$ cat src/rtl/gpm_defs.svh
`ifndef GPM_DEFS_SVH
`define GPM_DEFS_SVH

// ==========================================================
// Register map (byte addresses)
`define GPM_ADDR_W 5
`define GPM_OFF_FUNC_LO 5'h00
`define GPM_OFF_FUNC_HI 5'h04
`define GPM_OFF_OUT_DATA 5'h08
`define GPM_OFF_PIN_IN 5'h0C
`define GPM_OFF_STATUS 5'h10

// ==========================================================
// Field layout and reset values
`define GPM_NUM_PINS 17
`define GPM_FIRST_PIN 5
`define GPM_NUM_ALARM 9
`define GPM_FUNC_BITS 34
`define GPM_FUNC_RST 34'h0_0000_0000
`define GPM_OUT_RST 17'h0_0000
`define GPM_ERR_PIN_IDX 1
`define GPM_UPD_PIN_IDX 3
`define GPM_RESP_OKAY 2'h0
`define GPM_RESP_SLVERR 2'h2

// ==========================================================
// Timing
`define GPM_CLK_PERIOD_NS 8
`define GPM_MIN_PHASE_NS 500
`define GPM_MIN_PHASE_CYC ((`GPM_MIN_PHASE_NS + `GPM_CLK_PERIOD_NS - 1) / `GPM_CLK_PERIOD_NS)
`define GPM_CNT_W 7

`endif

$ cat src/rtl/gpm_pkg.sv
package gpm_pkg;
  // Per-pin function select
  typedef enum logic [1:0] {
    GPM_FUNC_INPUT = 2'h0,
    GPM_FUNC_GPOUT = 2'h1,
    GPM_FUNC_ALARM = 2'h2,
    GPM_FUNC_SPECIAL = 2'h3
  } gpm_func_e;
endpackage

$ cat src/rtl/gpm_phase_filter.sv
`include "gpm_defs.svh"

module gpm_phase_filter (
  // Clock and reset
  input wire logic aclk,
  input wire logic aresetn,
  // Control and pin
  input wire logic enable,
  input wire logic raw_in,
  // Qualified result
  output logic level_out,
  output logic rise_pulse
);
  import gpm_pkg::*;

  localparam logic [`GPM_CNT_W-1:0] MIN_CYC = `GPM_CNT_W'(`GPM_MIN_PHASE_CYC);

  logic raw_d_reg, raw_d_next;
  logic level_reg, level_next;
  logic pulse_reg, pulse_next;
  logic [`GPM_CNT_W-1:0] cnt_reg, cnt_next;

  // ==========================================================
  // Phase qualification: a level counts only once it has stood long enough
  always_comb
  begin
    raw_d_next = raw_in;
    cnt_next = cnt_reg;
    level_next = level_reg;
    pulse_next = 1'b0;
    if (!enable)
    begin
      cnt_next = '0;
      level_next = raw_d_reg;
    end
    else if (raw_in != raw_d_reg)
      cnt_next = `GPM_CNT_W'(1);
    else if (cnt_reg < MIN_CYC)
      cnt_next = cnt_reg + `GPM_CNT_W'(1);
    if (enable && cnt_reg >= MIN_CYC && raw_d_reg != level_reg)
    begin
      level_next = raw_d_reg;
      pulse_next = raw_d_reg;
    end
  end

  always_ff @(posedge aclk)
  begin
    if (!aresetn)
    begin
      raw_d_reg <= 1'b0;
      cnt_reg <= '0;
      level_reg <= 1'b0;
      pulse_reg <= 1'b0;
    end
    else
    begin
      raw_d_reg <= raw_d_next;
      cnt_reg <= cnt_next;
      level_reg <= level_next;
      pulse_reg <= pulse_next;
    end
  end

  assign level_out = level_reg;
  assign rise_pulse = pulse_reg;

endmodule // gpm_phase_filter

$ cat src/rtl/gpm_pin_mux.sv
// Functional notes
// - All pins come out of reset as undriven inputs
// - Each pin selects GPIO or its port alarm
// - Pins 5 and 6 show port 3 alarm
// - Pins 7 and 8 show port 4 alarm
// - Pins 9 and 10 show port 5 alarm
// - Pins 11 and 12 show port 6 alarm
// - Pins 13 and 14 show port 7 alarm
// - Pins 15 and 16 show port 8 alarm
// - Pins 17 and 18 show port 9 alarm
// - Pins 19 and 20 show port 10 alarm
// - Pin 21 shows port 11 alarm
// - Pin 6 may be error insert input, phases over 500 ns
// - Pin 8 may be counter update input, phases over 500 ns
`include "gpm_defs.svh"

module gpm_pin_mux (
  // Clock and reset
  input wire logic aclk,
  input wire logic aresetn,
  // AXI4-Lite write address and data
  input wire logic [`GPM_ADDR_W-1:0] s_axi_awaddr,
  input wire logic s_axi_awvalid,
  output logic s_axi_awready,
  input wire logic [31:0] s_axi_wdata,
  input wire logic [3:0] s_axi_wstrb,
  input wire logic s_axi_wvalid,
  output logic s_axi_wready,
  // AXI4-Lite write response
  output logic [1:0] s_axi_bresp,
  output logic s_axi_bvalid,
  input wire logic s_axi_bready,
  // AXI4-Lite read
  input wire logic [`GPM_ADDR_W-1:0] s_axi_araddr,
  input wire logic s_axi_arvalid,
  output logic s_axi_arready,
  output logic [31:0] s_axi_rdata,
  output logic [1:0] s_axi_rresp,
  output logic s_axi_rvalid,
  input wire logic s_axi_rready,
  // Alarm indications of ports 3 to 11
  input wire logic [`GPM_NUM_ALARM-1:0] port_alarm,
  // Pins 5 to 21, index 0 is pin 5
  input wire logic [`GPM_NUM_PINS-1:0] pin_in,
  output logic [`GPM_NUM_PINS-1:0] pin_out,
  output logic [`GPM_NUM_PINS-1:0] pin_oe,
  // Qualified special inputs
  output logic error_insert_input,
  output logic error_insert_pulse,
  output logic counter_update_input,
  output logic counter_update_pulse
);
  import gpm_pkg::*;

  // ==========================================================
  // Register state
  logic [`GPM_FUNC_BITS-1:0] func_reg, func_next;
  logic [`GPM_NUM_PINS-1:0] out_data_reg, out_data_next;
  logic [`GPM_NUM_PINS-1:0] pin_out_reg, pin_out_next;
  logic [`GPM_NUM_PINS-1:0] pin_oe_reg, pin_oe_next;
  logic [`GPM_NUM_PINS-1:0] pin_in_reg;
  logic aw_held_reg, aw_held_next, w_held_reg, w_held_next;
  logic [`GPM_ADDR_W-1:0] awaddr_reg, awaddr_next;
  logic [31:0] wdata_reg, wdata_next;
  logic [3:0] wstrb_reg, wstrb_next;
  logic bvalid_reg, bvalid_next;
  logic [1:0] bresp_reg, bresp_next;
  logic rvalid_reg, rvalid_next;
  logic [1:0] rresp_reg, rresp_next;
  logic [31:0] rdata_reg, rdata_next;
  logic err_level, err_pulse, upd_level, upd_pulse;
  logic err_en, upd_en;
  logic [`GPM_NUM_PINS-1:0] alarm_of_pin;

  // ==========================================================
  // Alarm source of each pin
  always_comb
  begin
    alarm_of_pin[0] = port_alarm[0];
    alarm_of_pin[1] = port_alarm[0];
    alarm_of_pin[2] = port_alarm[1];
    alarm_of_pin[3] = port_alarm[1];
    alarm_of_pin[4] = port_alarm[2];
    alarm_of_pin[5] = port_alarm[2];
    alarm_of_pin[6] = port_alarm[3];
    alarm_of_pin[7] = port_alarm[3];
    alarm_of_pin[8] = port_alarm[4];
    alarm_of_pin[9] = port_alarm[4];
    alarm_of_pin[10] = port_alarm[5];
    alarm_of_pin[11] = port_alarm[5];
    alarm_of_pin[12] = port_alarm[6];
    alarm_of_pin[13] = port_alarm[6];
    alarm_of_pin[14] = port_alarm[7];
    alarm_of_pin[15] = port_alarm[7];
    alarm_of_pin[16] = port_alarm[8];
  end

  // ==========================================================
  // Pin drivers; special mode on pins without one stays an input
  always_comb
  begin
    pin_out_next = '0;
    pin_oe_next = '0;
    for (int i = 0; i < `GPM_NUM_PINS; i++)
    begin
      unique case (gpm_func_e'(func_reg[2*i +: 2]))
        GPM_FUNC_GPOUT:
        begin
          pin_out_next[i] = out_data_reg[i];
          pin_oe_next[i] = 1'b1;
        end
        GPM_FUNC_ALARM:
        begin
          pin_out_next[i] = alarm_of_pin[i];
          pin_oe_next[i] = 1'b1;
        end
        GPM_FUNC_INPUT, GPM_FUNC_SPECIAL:
        begin
          pin_out_next[i] = 1'b0;
          pin_oe_next[i] = 1'b0;
        end
      endcase
    end
  end

  assign err_en = func_reg[2*`GPM_ERR_PIN_IDX +: 2] == GPM_FUNC_SPECIAL;
  assign upd_en = func_reg[2*`GPM_UPD_PIN_IDX +: 2] == GPM_FUNC_SPECIAL;

  // ==========================================================
  // Special input qualification
  gpm_phase_filter u_err_filter (
    .aclk(aclk),
    .aresetn(aresetn),
    .enable(err_en),
    .raw_in(pin_in[`GPM_ERR_PIN_IDX]),
    .level_out(err_level),
    .rise_pulse(err_pulse)
  );

  gpm_phase_filter u_upd_filter (
    .aclk(aclk),
    .aresetn(aresetn),
    .enable(upd_en),
    .raw_in(pin_in[`GPM_UPD_PIN_IDX]),
    .level_out(upd_level),
    .rise_pulse(upd_pulse)
  );

  // ==========================================================
  // AXI4-Lite slave
  always_comb
  begin
    aw_held_next = aw_held_reg;
    w_held_next = w_held_reg;
    awaddr_next = awaddr_reg;
    wdata_next = wdata_reg;
    wstrb_next = wstrb_reg;
    bvalid_next = bvalid_reg;
    bresp_next = bresp_reg;
    func_next = func_reg;
    out_data_next = out_data_reg;
    rvalid_next = rvalid_reg;
    rresp_next = rresp_reg;
    rdata_next = rdata_reg;
    if (s_axi_awvalid && !aw_held_reg)
    begin
      aw_held_next = 1'b1;
      awaddr_next = s_axi_awaddr;
    end
    if (s_axi_wvalid && !w_held_reg)
    begin
      w_held_next = 1'b1;
      wdata_next = s_axi_wdata;
      wstrb_next = s_axi_wstrb;
    end
    if (s_axi_bvalid && s_axi_bready)
      bvalid_next = 1'b0;
    if (aw_held_reg && w_held_reg && !bvalid_reg)
    begin
      aw_held_next = 1'b0;
      w_held_next = 1'b0;
      bvalid_next = 1'b1;
      bresp_next = `GPM_RESP_OKAY;
      unique case (awaddr_reg)
        `GPM_OFF_FUNC_LO:
          for (int b = 0; b < 4; b++)
            if (wstrb_reg[b])
              func_next[8*b +: 8] = wdata_reg[8*b +: 8];
        `GPM_OFF_FUNC_HI:
          if (wstrb_reg[0])
            func_next[33:32] = wdata_reg[1:0];
        `GPM_OFF_OUT_DATA:
        begin
          for (int b = 0; b < 2; b++)
            if (wstrb_reg[b])
              out_data_next[8*b +: 8] = wdata_reg[8*b +: 8];
          if (wstrb_reg[2])
            out_data_next[16] = wdata_reg[16];
        end
        `GPM_OFF_PIN_IN, `GPM_OFF_STATUS: ;
        default: bresp_next = `GPM_RESP_SLVERR;
      endcase
    end
    if (s_axi_rvalid && s_axi_rready)
      rvalid_next = 1'b0;
    if (s_axi_arvalid && !rvalid_reg)
    begin
      rvalid_next = 1'b1;
      rresp_next = `GPM_RESP_OKAY;
      unique case (s_axi_araddr)
        `GPM_OFF_FUNC_LO: rdata_next = func_reg[31:0];
        `GPM_OFF_FUNC_HI: rdata_next = {30'h0000_0000, func_reg[33:32]};
        `GPM_OFF_OUT_DATA: rdata_next = {15'h0000, out_data_reg};
        `GPM_OFF_PIN_IN: rdata_next = {15'h0000, pin_in_reg};
        `GPM_OFF_STATUS: rdata_next = {30'h0000_0000, upd_level, err_level};
        default:
        begin
          rdata_next = 32'h0000_0000;
          rresp_next = `GPM_RESP_SLVERR;
        end
      endcase
    end
  end

  always_ff @(posedge aclk)
  begin
    if (!aresetn)
    begin
      func_reg <= `GPM_FUNC_RST;
      out_data_reg <= `GPM_OUT_RST;
      pin_out_reg <= '0;
      pin_oe_reg <= '0;
      pin_in_reg <= '0;
      aw_held_reg <= 1'b0;
      w_held_reg <= 1'b0;
      awaddr_reg <= '0;
      wdata_reg <= '0;
      wstrb_reg <= '0;
      bvalid_reg <= 1'b0;
      bresp_reg <= `GPM_RESP_OKAY;
      rvalid_reg <= 1'b0;
      rresp_reg <= `GPM_RESP_OKAY;
      rdata_reg <= '0;
    end
    else
    begin
      func_reg <= func_next;
      out_data_reg <= out_data_next;
      pin_out_reg <= pin_out_next;
      pin_oe_reg <= pin_oe_next;
      pin_in_reg <= pin_in;
      aw_held_reg <= aw_held_next;
      w_held_reg <= w_held_next;
      awaddr_reg <= awaddr_next;
      wdata_reg <= wdata_next;
      wstrb_reg <= wstrb_next;
      bvalid_reg <= bvalid_next;
      bresp_reg <= bresp_next;
      rvalid_reg <= rvalid_next;
      rresp_reg <= rresp_next;
      rdata_reg <= rdata_next;
    end
  end

  assign s_axi_awready = !aw_held_reg;
  assign s_axi_wready = !w_held_reg;
  assign s_axi_bvalid = bvalid_reg;
  assign s_axi_bresp = bresp_reg;
  assign s_axi_arready = !rvalid_reg;
  assign s_axi_rvalid = rvalid_reg;
  assign s_axi_rresp = rresp_reg;
  assign s_axi_rdata = rdata_reg;
  assign pin_out = pin_out_reg;
  assign pin_oe = pin_oe_reg;
  assign error_insert_input = err_level;
  assign error_insert_pulse = err_pulse;
  assign counter_update_input = upd_level;
  assign counter_update_pulse = upd_pulse;

  // ==========================================================
  // Checks
  reset_input_a: assert property (@(posedge aclk) !aresetn |=> pin_oe == '0)
    else $error("pins driven after reset");
  gpio_drive_a: assert property (@(posedge aclk) disable iff (!aresetn)
    func_reg[1:0] == GPM_FUNC_GPOUT |=> pin_oe[0] && pin_out[0] == $past(out_data_reg[0]))
    else $error("pin 5 not driving output data");
  alarm_pin5_a: assert property (@(posedge aclk) disable iff (!aresetn)
    func_reg[1:0] == GPM_FUNC_ALARM |=> pin_out[0] == $past(port_alarm[0]))
    else $error("pin 5 not showing port 3 alarm");
  alarm_pin8_a: assert property (@(posedge aclk) disable iff (!aresetn)
    func_reg[7:6] == GPM_FUNC_ALARM |=> pin_out[3] == $past(port_alarm[1]))
    else $error("pin 8 not showing port 4 alarm");
  alarm_pair_a: assert property (@(posedge aclk) disable iff (!aresetn)
    func_reg[17:16] == GPM_FUNC_ALARM && func_reg[19:18] == GPM_FUNC_ALARM |=> pin_out[8] == pin_out[9])
    else $error("pins 13 and 14 disagree");
  alarm_pin21_a: assert property (@(posedge aclk) disable iff (!aresetn)
    func_reg[33:32] == GPM_FUNC_ALARM |=> pin_oe[16] && pin_out[16] == $past(port_alarm[8]))
    else $error("pin 21 not showing port 11 alarm");
  err_width_a: assert property (@(posedge aclk) disable iff (!aresetn)
    $rose(error_insert_pulse) |-> $past(pin_in[1], 2) && $past(pin_in[1], 64))
    else $error("error insert accepted on short phase");
  upd_width_a: assert property (@(posedge aclk) disable iff (!aresetn)
    $rose(counter_update_pulse) |-> $past(pin_in[3], 2) && $past(pin_in[3], 64))
    else $error("counter update accepted on short phase");
  err_low_a: assert property (@(posedge aclk) disable iff (!aresetn)
    $fell(error_insert_input) && $past(err_en) |-> !$past(pin_in[1], 2) && !$past(pin_in[1], 64))
    else $error("error insert low accepted on short phase");
  upd_low_a: assert property (@(posedge aclk) disable iff (!aresetn)
    $fell(counter_update_input) && $past(upd_en) |-> !$past(pin_in[3], 2) && !$past(pin_in[3], 64))
    else $error("counter update low accepted on short phase");
  special_undriven_a: assert property (@(posedge aclk) disable iff (!aresetn)
    err_en |=> !pin_oe[1])
    else $error("pin 6 driven in error insert mode");

endmodule // gpm_pin_mux

$ cat config.mk
export PLATFORM = sky130hd
export DESIGN_NAME = gpm_pin_mux
export DESIGN_NICKNAME = d
export VERILOG_FILES = /design/src/rtl/gpm_pkg.sv /design/src/rtl/gpm_phase_filter.sv /design/src/rtl/gpm_pin_mux.sv
export VERILOG_INCLUDE_DIRS = /design/src /design/src/rtl
export SDC_FILE = /design/constraint.sdc
export NUM_CORES = 1
export LEC_CHECK = 0
export BUFFER_PORTS_ARGS = -buffer_cell sky130_fd_sc_hd__buf_2
export CAP_MARGIN = 20
export CORE_MARGIN = 2
export CORE_UTILIZATION = 40
export DETAILED_ROUTE_END_ITERATION = 10
export PLACE_DENSITY_LB_ADDON = 0.25
export SETUP_SLACK_MARGIN = 0.5
export SLEW_MARGIN = 20
export SYNTH_ARGS = -nofsm -noshare
export SYNTH_HDL_FRONTEND = slang
export SYNTH_SLANG_ARGS = --single-unit
$ cat constraint.sdc
create_clock -name aclk -period 4.28 [get_ports aclk]
set_input_delay 0.214 -clock aclk [delete_from_list [all_inputs] [get_ports aclk]]
set_output_delay 0.214 -clock aclk [all_outputs]
set_load 0.02 [all_outputs]
# [Word level (Yosys, flattened, before mapping)]
# Index checks and enable logic that the tools add are counted.
# Widths: inputs -> output; s select.
[op_classes] eq_ne=65 n_bitwise=3 mux=49 order_cmp=4 add_sub_neg=2 reduce_logical=89
[ops] cell="$pmux 32 s5" count=1
[ops] cell="$reduce_or 2->1" count=35
[ops] cell="$eq 2x2->1 const B" count=34
[ops] cell="$pmux 1 s3" count=17
[ops] cell="$eq 2x1->1 const B" count=17
[ops] cell="$logic_not 2->1" count=17
[ops] cell="$pmux 1 s2" count=17
[ops] cell="$reduce_and 3->1" count=8
[ops] cell="$eq 5x4->1 const B" count=4
[ops] cell="$add 7x1->7 const B" count=2
[ops] cell="$ge 7x6->1 const B" count=2
[ops] cell="$lt 7x6->1 const B" count=2
[ops] cell="$mux 1" count=12
[ops] cell="$logic_and 1x1->1" count=11
[ops] cell="$eq 5x3->1 const B" count=2
[ops] cell="$eq 5x5->1 const B" count=2
[ops] cell="$logic_not 5->1" count=2
[ops] cell="$reduce_or 5->1" count=2
[ops] cell="$reduce_and 2->1" count=4
[ops] cell="$reduce_bool 2->1" count=4
[ops] cell="$reduce_or 3->1" count=2
[ops] cell="$logic_not 1->1" count=4
[ops] cell="$mux 2" count=2
[ops] cell="$ne 1x1->1" count=4
[ops] cell="2 further kinds" count=5
[totals] regBits=203 output_inout_bits=79 word_cells=243 inputBits=79

# [Depth between registers and ports, before layout]
# Gate-level depths: netlist (run 1).
[logic_depth] ltp_word=4 depth_mapped=6 mapped_depth_nobuf=5

# [Cells and area by module]
# A second synthesis (run 1) with hierarchy kept.
[unflattened] hier_cells=857 area_unflattened_um2=8152.8
[by_module_without_submodules] mod="gpm_pin_mux" area_each_um2=7136.8 n_inst=1 seq_area_each_um2=3623.5 cells_each=753
[by_module_without_submodules] mod="gpm_phase_filter" area_each_um2=508.0 n_inst=2 seq_area_each_um2=200.2 cells_each=52

# [Least setup slack after synthesis (run 1)]
# OpenSTA, ideal clock, no wires.
[synth_timing] path_type="register to register" start="reg awaddr_reg[0]" end="reg out_data_reg[15]" t_required_ns=4.166 synth_period_minus_slack_ns=1.766 stages_incl_launch_ff=7 arrival_time_ns=1.652 n_path_buf=2 path_slack_ns=2.514 setup_time_ns=0.114 cell_sequence="dfxtp_1 > or4b_4 > or4_1 > buf_6 > buf_12 > nand3_2 > o21ai_2"
[synth_via] elab_chain_len=2
[synth_lines] item="start: declaration" line="gpm_pin_mux.sv:63" source="logic [`GPM_ADDR_W-1:0] awaddr_reg, awaddr_next;"
[synth_lines] item="start signal: assignment" line="gpm_pin_mux.sv:254" source="awaddr_reg <= awaddr_next;"
[synth_lines] item="$eq 5x4->1" line="gpm_pin_mux.sv:184" source="unique case (awaddr_reg)"
[synth_lines] item="$reduce_and 3->1 (no source line)"
[synth_lines] item="end signal: assignment" line="gpm_pin_mux.sv:230" source="out_data_reg <= `GPM_OUT_RST;"
[synth_lines] item="end signal: assignment" line="gpm_pin_mux.sv:248" source="out_data_reg <= out_data_next;"
[synth_lines] item="end: declaration" line="gpm_pin_mux.sv:58" source="logic [`GPM_NUM_PINS-1:0] out_data_reg, out_data_next;"
# Every way passes these cells.
# A chain may end at the register's enable or synchronous reset.

# [Final worst setup path (run 1)]
[layout_timing] start="reg w_held_reg" end="reg func_reg[2]"
[layout_via] elab_chain_len=3
[layout_lines] item="start: declaration" line="gpm_pin_mux.sv:62" source="logic aw_held_reg, aw_held_next, w_held_reg, w_held_next;"
[layout_lines] item="start signal: assignment" line="gpm_pin_mux.sv:253" source="w_held_reg <= w_held_next;"
[layout_lines] item="$logic_and 1x1->1 (2 in a row)" line="gpm_pin_mux.sv:178" source="if (aw_held_reg && w_held_reg && !bvalid_reg)"
[layout_lines] item="$reduce_and 3->1 (no source line)"
[layout_lines] item="end signal: assignment" line="gpm_pin_mux.sv:229" source="func_reg <= `GPM_FUNC_RST;"
[layout_lines] item="end signal: assignment" line="gpm_pin_mux.sv:247" source="func_reg <= func_next;"
[layout_lines] item="end: declaration" line="gpm_pin_mux.sv:57" source="logic [`GPM_FUNC_BITS-1:0] func_reg, func_next;"
# Every way passes these cells.

==> results.cfg, run 1 <==
[outcome]
status = finished clean

[yosys]
synth_cells = 903
synthArstFlopShare = 0
synthFlopType = dfxtp_1
synth.avg_cell_area_um2 = 9.033
yosysMostFrequentCell = dfxtp_1
syn-cell-area_mm2 = 0.008157
yosysUniqueCellTypes = 52
synth_top_area_frac = 0.4884
ys_warn_count = 0
ys_ff_latch = 199
ys_seq_area_frac = 0.4884
synth_edf_count = 0
synthTopCellsByArea = dfxtp_1 49%, nand2_1 7.7%, ha_1 5.8%
yosys.area.top_type = dfxtp_1
synth_commonest_cells = 199 x dfxtp_1, 167 x nand2_1, 77 x o21ai_0

[power]
power_density_mw_per_mm2 = 369.3
swShare = 0.2380
clkPwrFrac = 0.406
p_seq_frac = 0.533
internal_power_mw = 2.738
pwr-share-comb = 0.062
ir_worst_vdd_mv = 0.2511
cellLeakagePower_nw = 3.864
switchingPower_uw = 855.2

[layout]
synthToLayoutAreaGrowth_pct = 19.27
largest_reg_flops = 34
layout.nets = 1160
regArea_mm2 = 0.003984
num_antenna_cells = 0
drive_gt1_frac = 0.2197
fillers = 1968
fin_cells = 1326
multiInputGateArea_mm2 = 0.003759

[global_route]
grt_pass1_vias = 5943
grt_pass1_wl_um = 31220
antenna_found_initial = 1
grt_max_degree = 107
gr-total-overflow = 0
grt.total_usage = 0.1833

[timing]
max_slew_margin = 0.4293
finalCriticalPeriod_ns = 2.194
fmax_mhz = 455.8
grt_setup_unrepaired = false
setup_violations = 0
tns_ns = 0
timing.hold.ws_ns = 0.01332
finalMaxSlewViolations = 0
final.period_utilization = 0.5126
finalHoldViolations = 0
fin_skew_ns = 0.009667
tightest_slew_ns = 0.8522

[cts]
hold_buffers = 13
clkSlewWorstSetupHoldPaths_ns = 0.07
cts_resized = 0
insertion_delay_ns = 0.43
cts-root-buf = clkbuf_16
cts_tree = yes
cts_buffer_depth = 2
clock_sinks = 199
post_cts_buffers = 0
numCtsBuffers = 17
cts_max_level = 4

[route]
viasPerCell = 4.785
wl_per_cell_um = 14.72
routed_wl_um = 19510
via_count = 6345
drtIter0Drc = 439
firstDrtPassIters = 4
drc_errors = 0
antenna_left = 0

[hold_path]
hold_depth = 2
min_from = pin_in[6]
hold_class = in2reg
holdPathEnd = pin_in_reg[6]$_SDFF_PN0_

[worst_setup_path]
cp_data_arrival_time_ns = 2.49
critPathTopFamily = simple AND/OR/NAND/NOR gates
cp_data_required_time_ns = 4.58
worstReg2RegStart = w_held_reg$_SDFFE_PP0P_
cpMostUsedCell = nand3_1
cpPeakStageDelay_ns = 0.69
r2r_cells = 4
criticalPathCategory = reg2reg
crit_buf_inv = 0
rrSetupSlack_ns = 2.09
crit_chain = nor4bb_1 -> nand3_1 -> nand3_1 -> o21ai_0
crit_path_start_kind = flop
end_kind = flop
r2r-end = func_reg[2]$_SDFFE_PN0P_
cpMaxStageDelayCell = nor4bb_1
cp_max_fo = 16

[die]
rows = 52
die_h_um = 146.8
start_util = 0.4057
core-area_mm2 = 0.02010
die_w_um = 146.8
io-pin-count = 158
dieArea_mm2 = 0.02155

[flow_run]
cap_violations = 0

[place]
io_buffers = 155
place_hpwl_um = 13990
dp.cells = 1281
place_congestion = 0.7992
-- per-stage QoR --
stage               worst slack [ns]  total power, mW  instance area (um^2)    util
global route                   1.747            3.738                  9728  0.4839
CTS                            2.033            3.631                  9728  0.4839
floorplan                      2.514            2.080                  8160       -
detailed placement             2.083            2.170                  9069  0.4511
finish                         2.086            3.593                  9728  0.4839
global placement               2.149            2.168                  9069  0.4511
-- worst max path at each step --
stage | startpoint | endpoint | depth (start not counted)
finish | w_held_reg$_SDFFE_PP0P_ | func_reg[2]$_SDFFE_PN0P_ | 4
global route | w_held_reg$_SDFFE_PP0P_ | func_reg[5]$_SDFFE_PN0P_ | 4
CTS | w_held_reg$_SDFFE_PP0P_ | func_reg[2]$_SDFFE_PN0P_ | 4
detailed placement | w_held_reg$_SDFFE_PP0P_ | func_reg[2]$_SDFFE_PN0P_ | 4
global placement | w_held_reg$_SDFFE_PP0P_ | func_reg[13]$_SDFFE_PN0P_ | 4
floorplan | awaddr_reg[0]$_SDFFE_PN0P_ | out_data_reg[15]$_SDFFE_PN0P_ | 6
-- power groups by stage --
| stage | combinational, mW | clock [mW] | sequential (mW) |
|---|---|---|---|
| final | 0.221 | 1.46 | 1.91 |
| after CTS | 0.225 | 1.49 | 1.91 |
| after floorplan | 0.128 | 0 | 1.95 |
| after global placement | 0.214 | 0 | 1.95 |
| after global routing | 0.246 | 1.57 | 1.92 |
| after detailed placement | 0.215 | 0 | 1.96 |
-- metal layers --
layer / up-vias / wire length [um] / part of all wire / track usage
met5: - / 13 / 0.00067 / 0
met3: 22 / 1008 / 0.052 / 0.04534
li1: 3329 / - / - / -
met4: 2 / 421 / 0.022 / 0.06359
met1: 2861 / 9596 / 0.49 / 0.2559
met2: 131 / 8473 / 0.43 / 0.2770
-- worst reg2reg max path, stage by stage (launching register included) --
cell	delay [ns]
dfxtp_1	0.42
nor4bb_1	0.69
nand3_1	0.58
nand3_1	0.26
o21ai_0	0.11
-- logic make-up (layout without fill, tap and decap cells) --
logic type | after synthesis | after routing | synth area share
buffers and inverters | 96 | 248 | 0.05154
and+or+nand+nor | 351 | 351 | 0.2118
other | 1 | 2 | 0.0004598
xor gates and xnor gates | 5 | 5 | 0.005370
adders and majority gates | 38 | 38 | 0.05829
muxes | 26 | 26 | 0.03589
DFF | 199 | 199 | 0.4884
AOI/OAI and AO/OA | 187 | 187 | 0.1482
-- layout by cell type (no fill, tap or decap), types with 3 or more instances in the layout --
master	instances
a21boi_0	37
a21oi_1	11
a22oi_1	30
a31oi_1	6
and2_1	36
and3_1	4
buf_2	154
buf_4	7
clkbuf_1	3
clkbuf_16	17
clkinv_2	3
clkinv_4	3
clkinvlp_4	5
dfxtp_1	199
dlygate4sd3_1	13
ha_1	38
inv_1	41
mux2_2	16
mux2i_1	9
nand2_1	167
nand2b_1	3
nand3_1	54
nand3_2	4
nor2_1	17
nor2b_1	41
nor4b_1	3
o21ai_0	77
o21ai_2	16
xor2_1	3
-- layout make-up --
type                    count  area share
clock buffers              21     0.04630
clock inverters            11    0.008103
inverters                  41     0.01582
multi-input cells         609      0.3864
flip-flops and latches    199      0.4095
well taps                 270     0.03473
repair buffers            175     0.09916
Power figures use the tool's default switching activity.
==> run 2, diff against run 1 <==
--- a/config.mk
+++ b/config.mk
@@ -6,6 +6,7 @@
 export SDC_FILE = /design/constraint.sdc
 export NUM_CORES = 1
 export LEC_CHECK = 0
+export ABC_AREA = 1
 export BUFFER_PORTS_ARGS = -buffer_cell sky130_fd_sc_hd__buf_2
 export CAP_MARGIN = 20
 export CORE_MARGIN = 2
==> constraint.sdc (replaced) <==
create_clock -name aclk -period 1.77 [get_ports aclk]
set_input_delay 0.0885 -clock aclk [delete_from_list [all_inputs] [get_ports aclk]]
set_output_delay 0.0885 -clock aclk [all_outputs]
set_load 0.02 [all_outputs]
==> results.cfg, run 2 <==
[timing]
finalCriticalPeriod_ns = 1.341
setup_violations = 0
finalMaxSlewViolations = 0
tns_ns = 0
timing.hold.ws_ns = 0.01409
fmax_mhz = 745.5
tightest_slew_ns = 0.5294
finalHoldViolations = 0
max_slew_margin = 0.6471
grt_setup_unrepaired = true
fin_skew_ns = 0.01396
final.period_utilization = 0.7578

[worst_setup_path]
cp_data_arrival_time_ns = 1.66
crit_path_start_kind = flop
rrSetupSlack_ns = 0.43
end_kind = flop
r2r_cells = 9
crit_start = w_held_reg$_SDFFE_PP0P_
cp_max_fo = 8
r2r-end = out_data_reg[1]$_SDFFE_PN0P_
criticalPathCategory = reg2reg
cp_data_required_time_ns = 2.09
crit_end = out_data_reg[1]$_SDFFE_PN0P_
worstReg2RegStart = w_held_reg$_SDFFE_PP0P_

[power]
ir_worst_vdd_mv = 0.6705
power_density_mw_per_mm2 = 861.8
cellLeakagePower_nw = 4.809
power_mw = 9.510

[layout]
final_common_cell = dfxtp_1
fin_cells = 1504
synthToLayoutAreaGrowth_pct = 36.51
layout.nets = 1338
largest_reg_flops = 34
num_antenna_cells = 0
drive_gt1_frac = 0.2877
final_cell_mix = 182 x dfxtp_1, 154 x buf_2, 143 x nor2_1

[hold_path]
hold_class = in2reg
hold_depth = 5

[die]
io-pin-count = 158
start_util = 0.4034
core-area_mm2 = 0.02004
die_h_um = 146.2
dieArea_mm2 = 0.02136
rows = 52
die_w_um = 146.2

[route]
wl_per_cell_um = 14.18
drc_errors = 0
via_count = 7095
drtIter0Drc = 311
antenna_left = 0
firstDrtPassIters = 5
viasPerCell = 4.717
routed_wl_um = 21330

[cts]
cts-root-buf = clkbuf_16
cts_tree = yes
numCtsBuffers = 17
clock_sinks = 199
cts_max_level = 4
insertion_delay_ns = 0.44
cts_buffer_depth = 2
clkSlewWorstSetupHoldPaths_ns = 0.08

[place]
dp.cells = 1387
place_congestion = 0.7740
place_hpwl_um = 14330
io_buffers = 155

[yosys]
synth.avg_cell_area_um2 = 8.092
synth_commonest_cells = 199 x dfxtp_1, 155 x nor2_1, 120 x nand2_1
syn-cell-area_mm2 = 0.008084
synth_cells = 999
ys_seq_area_frac = 0.4928
synthTopCellsByArea = dfxtp_1 49%, nor2_1 7.2%, a21oi_1 6.4%
synth-xor-area-share = 0.004334
yosysUniqueCellTypes = 35
synthFlopType = dfxtp_1
ys_ff_latch = 199
synth_edf_count = 0
ys_warn_count = 0
synth_fa_ha_area_frac = 0.05881
muxShareOfSynthArea = 0
synth_top_family_by_area = simple AND/OR/NAND/NOR gates
synthArstFlopShare = 0
synth-compound-area-share = 0.1633
yosys.area_share.simple = 0.1976
yosys.area.top_type = dfxtp_1
synth_top_area_frac = 0.4928
yosysMostFrequentCell = dfxtp_1

[global_route]
grt_max_degree = 52
antenna_found_initial = 0
grt_pass1_wl_um = 33690
grt.total_usage = 0.1960
grt_pass1_vias = 6730
gr-total-overflow = 0

[flow_run]
cap_violations = 0

[outcome]
status = finished clean
## run 2: cell types whose count changed in the layout (fill, tap and decap cells not counted), moves of 18 or more
| cell | delta |
|---|---|
| nand4_1 | +32 |
| nor2b_1 | -41 |
| nand3_1 | -42 |
| inv_1 | +52 |
| nor2_1 | +126 |
| nand2_1 | -52 |
| a21boi_0 | -37 |
| a21oi_1 | +87 |
| a22oi_1 | -30 |
| dlygate4sd3_1 | +49 |
| and2_1 | -36 |
| o21ai_1 | +18 |
## run 2: per-layer routing
layer,routed length (um),vias up,track usage
met5,0,-,0
met4,287,0,0.05000
met3,899,21,0.03656
met2,9769,183,0.3170
met1,10370,3178,0.2711
li1,-,3713,-
## run 2: power by group
part | switching (mW) | internal (mW)
clock network | 1.95 | 1.92
registers | 0.104 | 4.61
logic | 0.540 | 0.384
total | 2.59 | 6.92
## run 2: final cells by class
cell class,instances,area (um^2)
clock buffers,17,425.4
clock inverters,15,180.2
fillers,1899,9004
inverters,107,431.7
multi-input cells,646,3870
flip-flops and latches,199,4020
well taps,270,337.8
repair buffers,250,1770
## run 2: timing repair
item,4_1_cts,5_1_grt
pin swaps,16,25
hold buffers,62,0
gates cloned,2,2
setup endpoints to repair,89,103
hold endpoints to repair,64,0
setup buffers,10,9
resized for setup,59,98
## run 2: worst min-delay path by stage
| stage | startpoint | end | slack (ns) |
|---|---|---|---|
| 3_3_place_gp | pin_in[12] | pin_in_reg[12]$_SDFF_PN0_ | 0.28 |
| 3_5_place_dp | pin_in[12] | pin_in_reg[12]$_SDFF_PN0_ | 0.28 |
| 4_1_cts | port_alarm[5] | pin_out[11]$_SDFF_PN0_ | 0.005 |
| 6_report | port_alarm[6] | pin_out[13]$_SDFF_PN0_ | 0.01 |
| 5_1_grt | port_alarm[2] | pin_out[4]$_SDFF_PN0_ | 0.03 |
| 2_1_floorplan | pin_in[1] | pin_in_reg[1]$_SDFF_PN0_ | 0.18 |
## run 2: critical path: stages (launching register included)
cell and delay (ns):
dfxtp_2 0.34, inv_2 0.05, nor2_4 0.09, nand2_4 0.11, inv_6 0.10, nand2_4 0.05
nor2_4 0.17, buf_12 0.13, buf_16 0.13, a21oi_2 0.05
## run 2: metrics by stage
| stage | area [um^2] | setup slack (ns) | util |
|---|---|---|---|
| 2_1_floorplan | 8092 | 0.5115 | - |
| 3_3_place_gp | 9065 | 0.2029 | 0.4524 |
| 3_5_place_dp | 9065 | 0.1168 | 0.4524 |
| 4_1_cts | 10640 | 0.4453 | 0.5307 |
| 5_1_grt | 11040 | 0.3706 | 0.5507 |
| 6_report | 11040 | 0.4287 | 0.5507 |
## run 2: cell families after synthesis
kind of cell    Yosys count
buf+inv                 158
compound gates          239
fa+ha+maj                38
xor+xnor                  4
other cells               1
flops                   199
simple gates            360
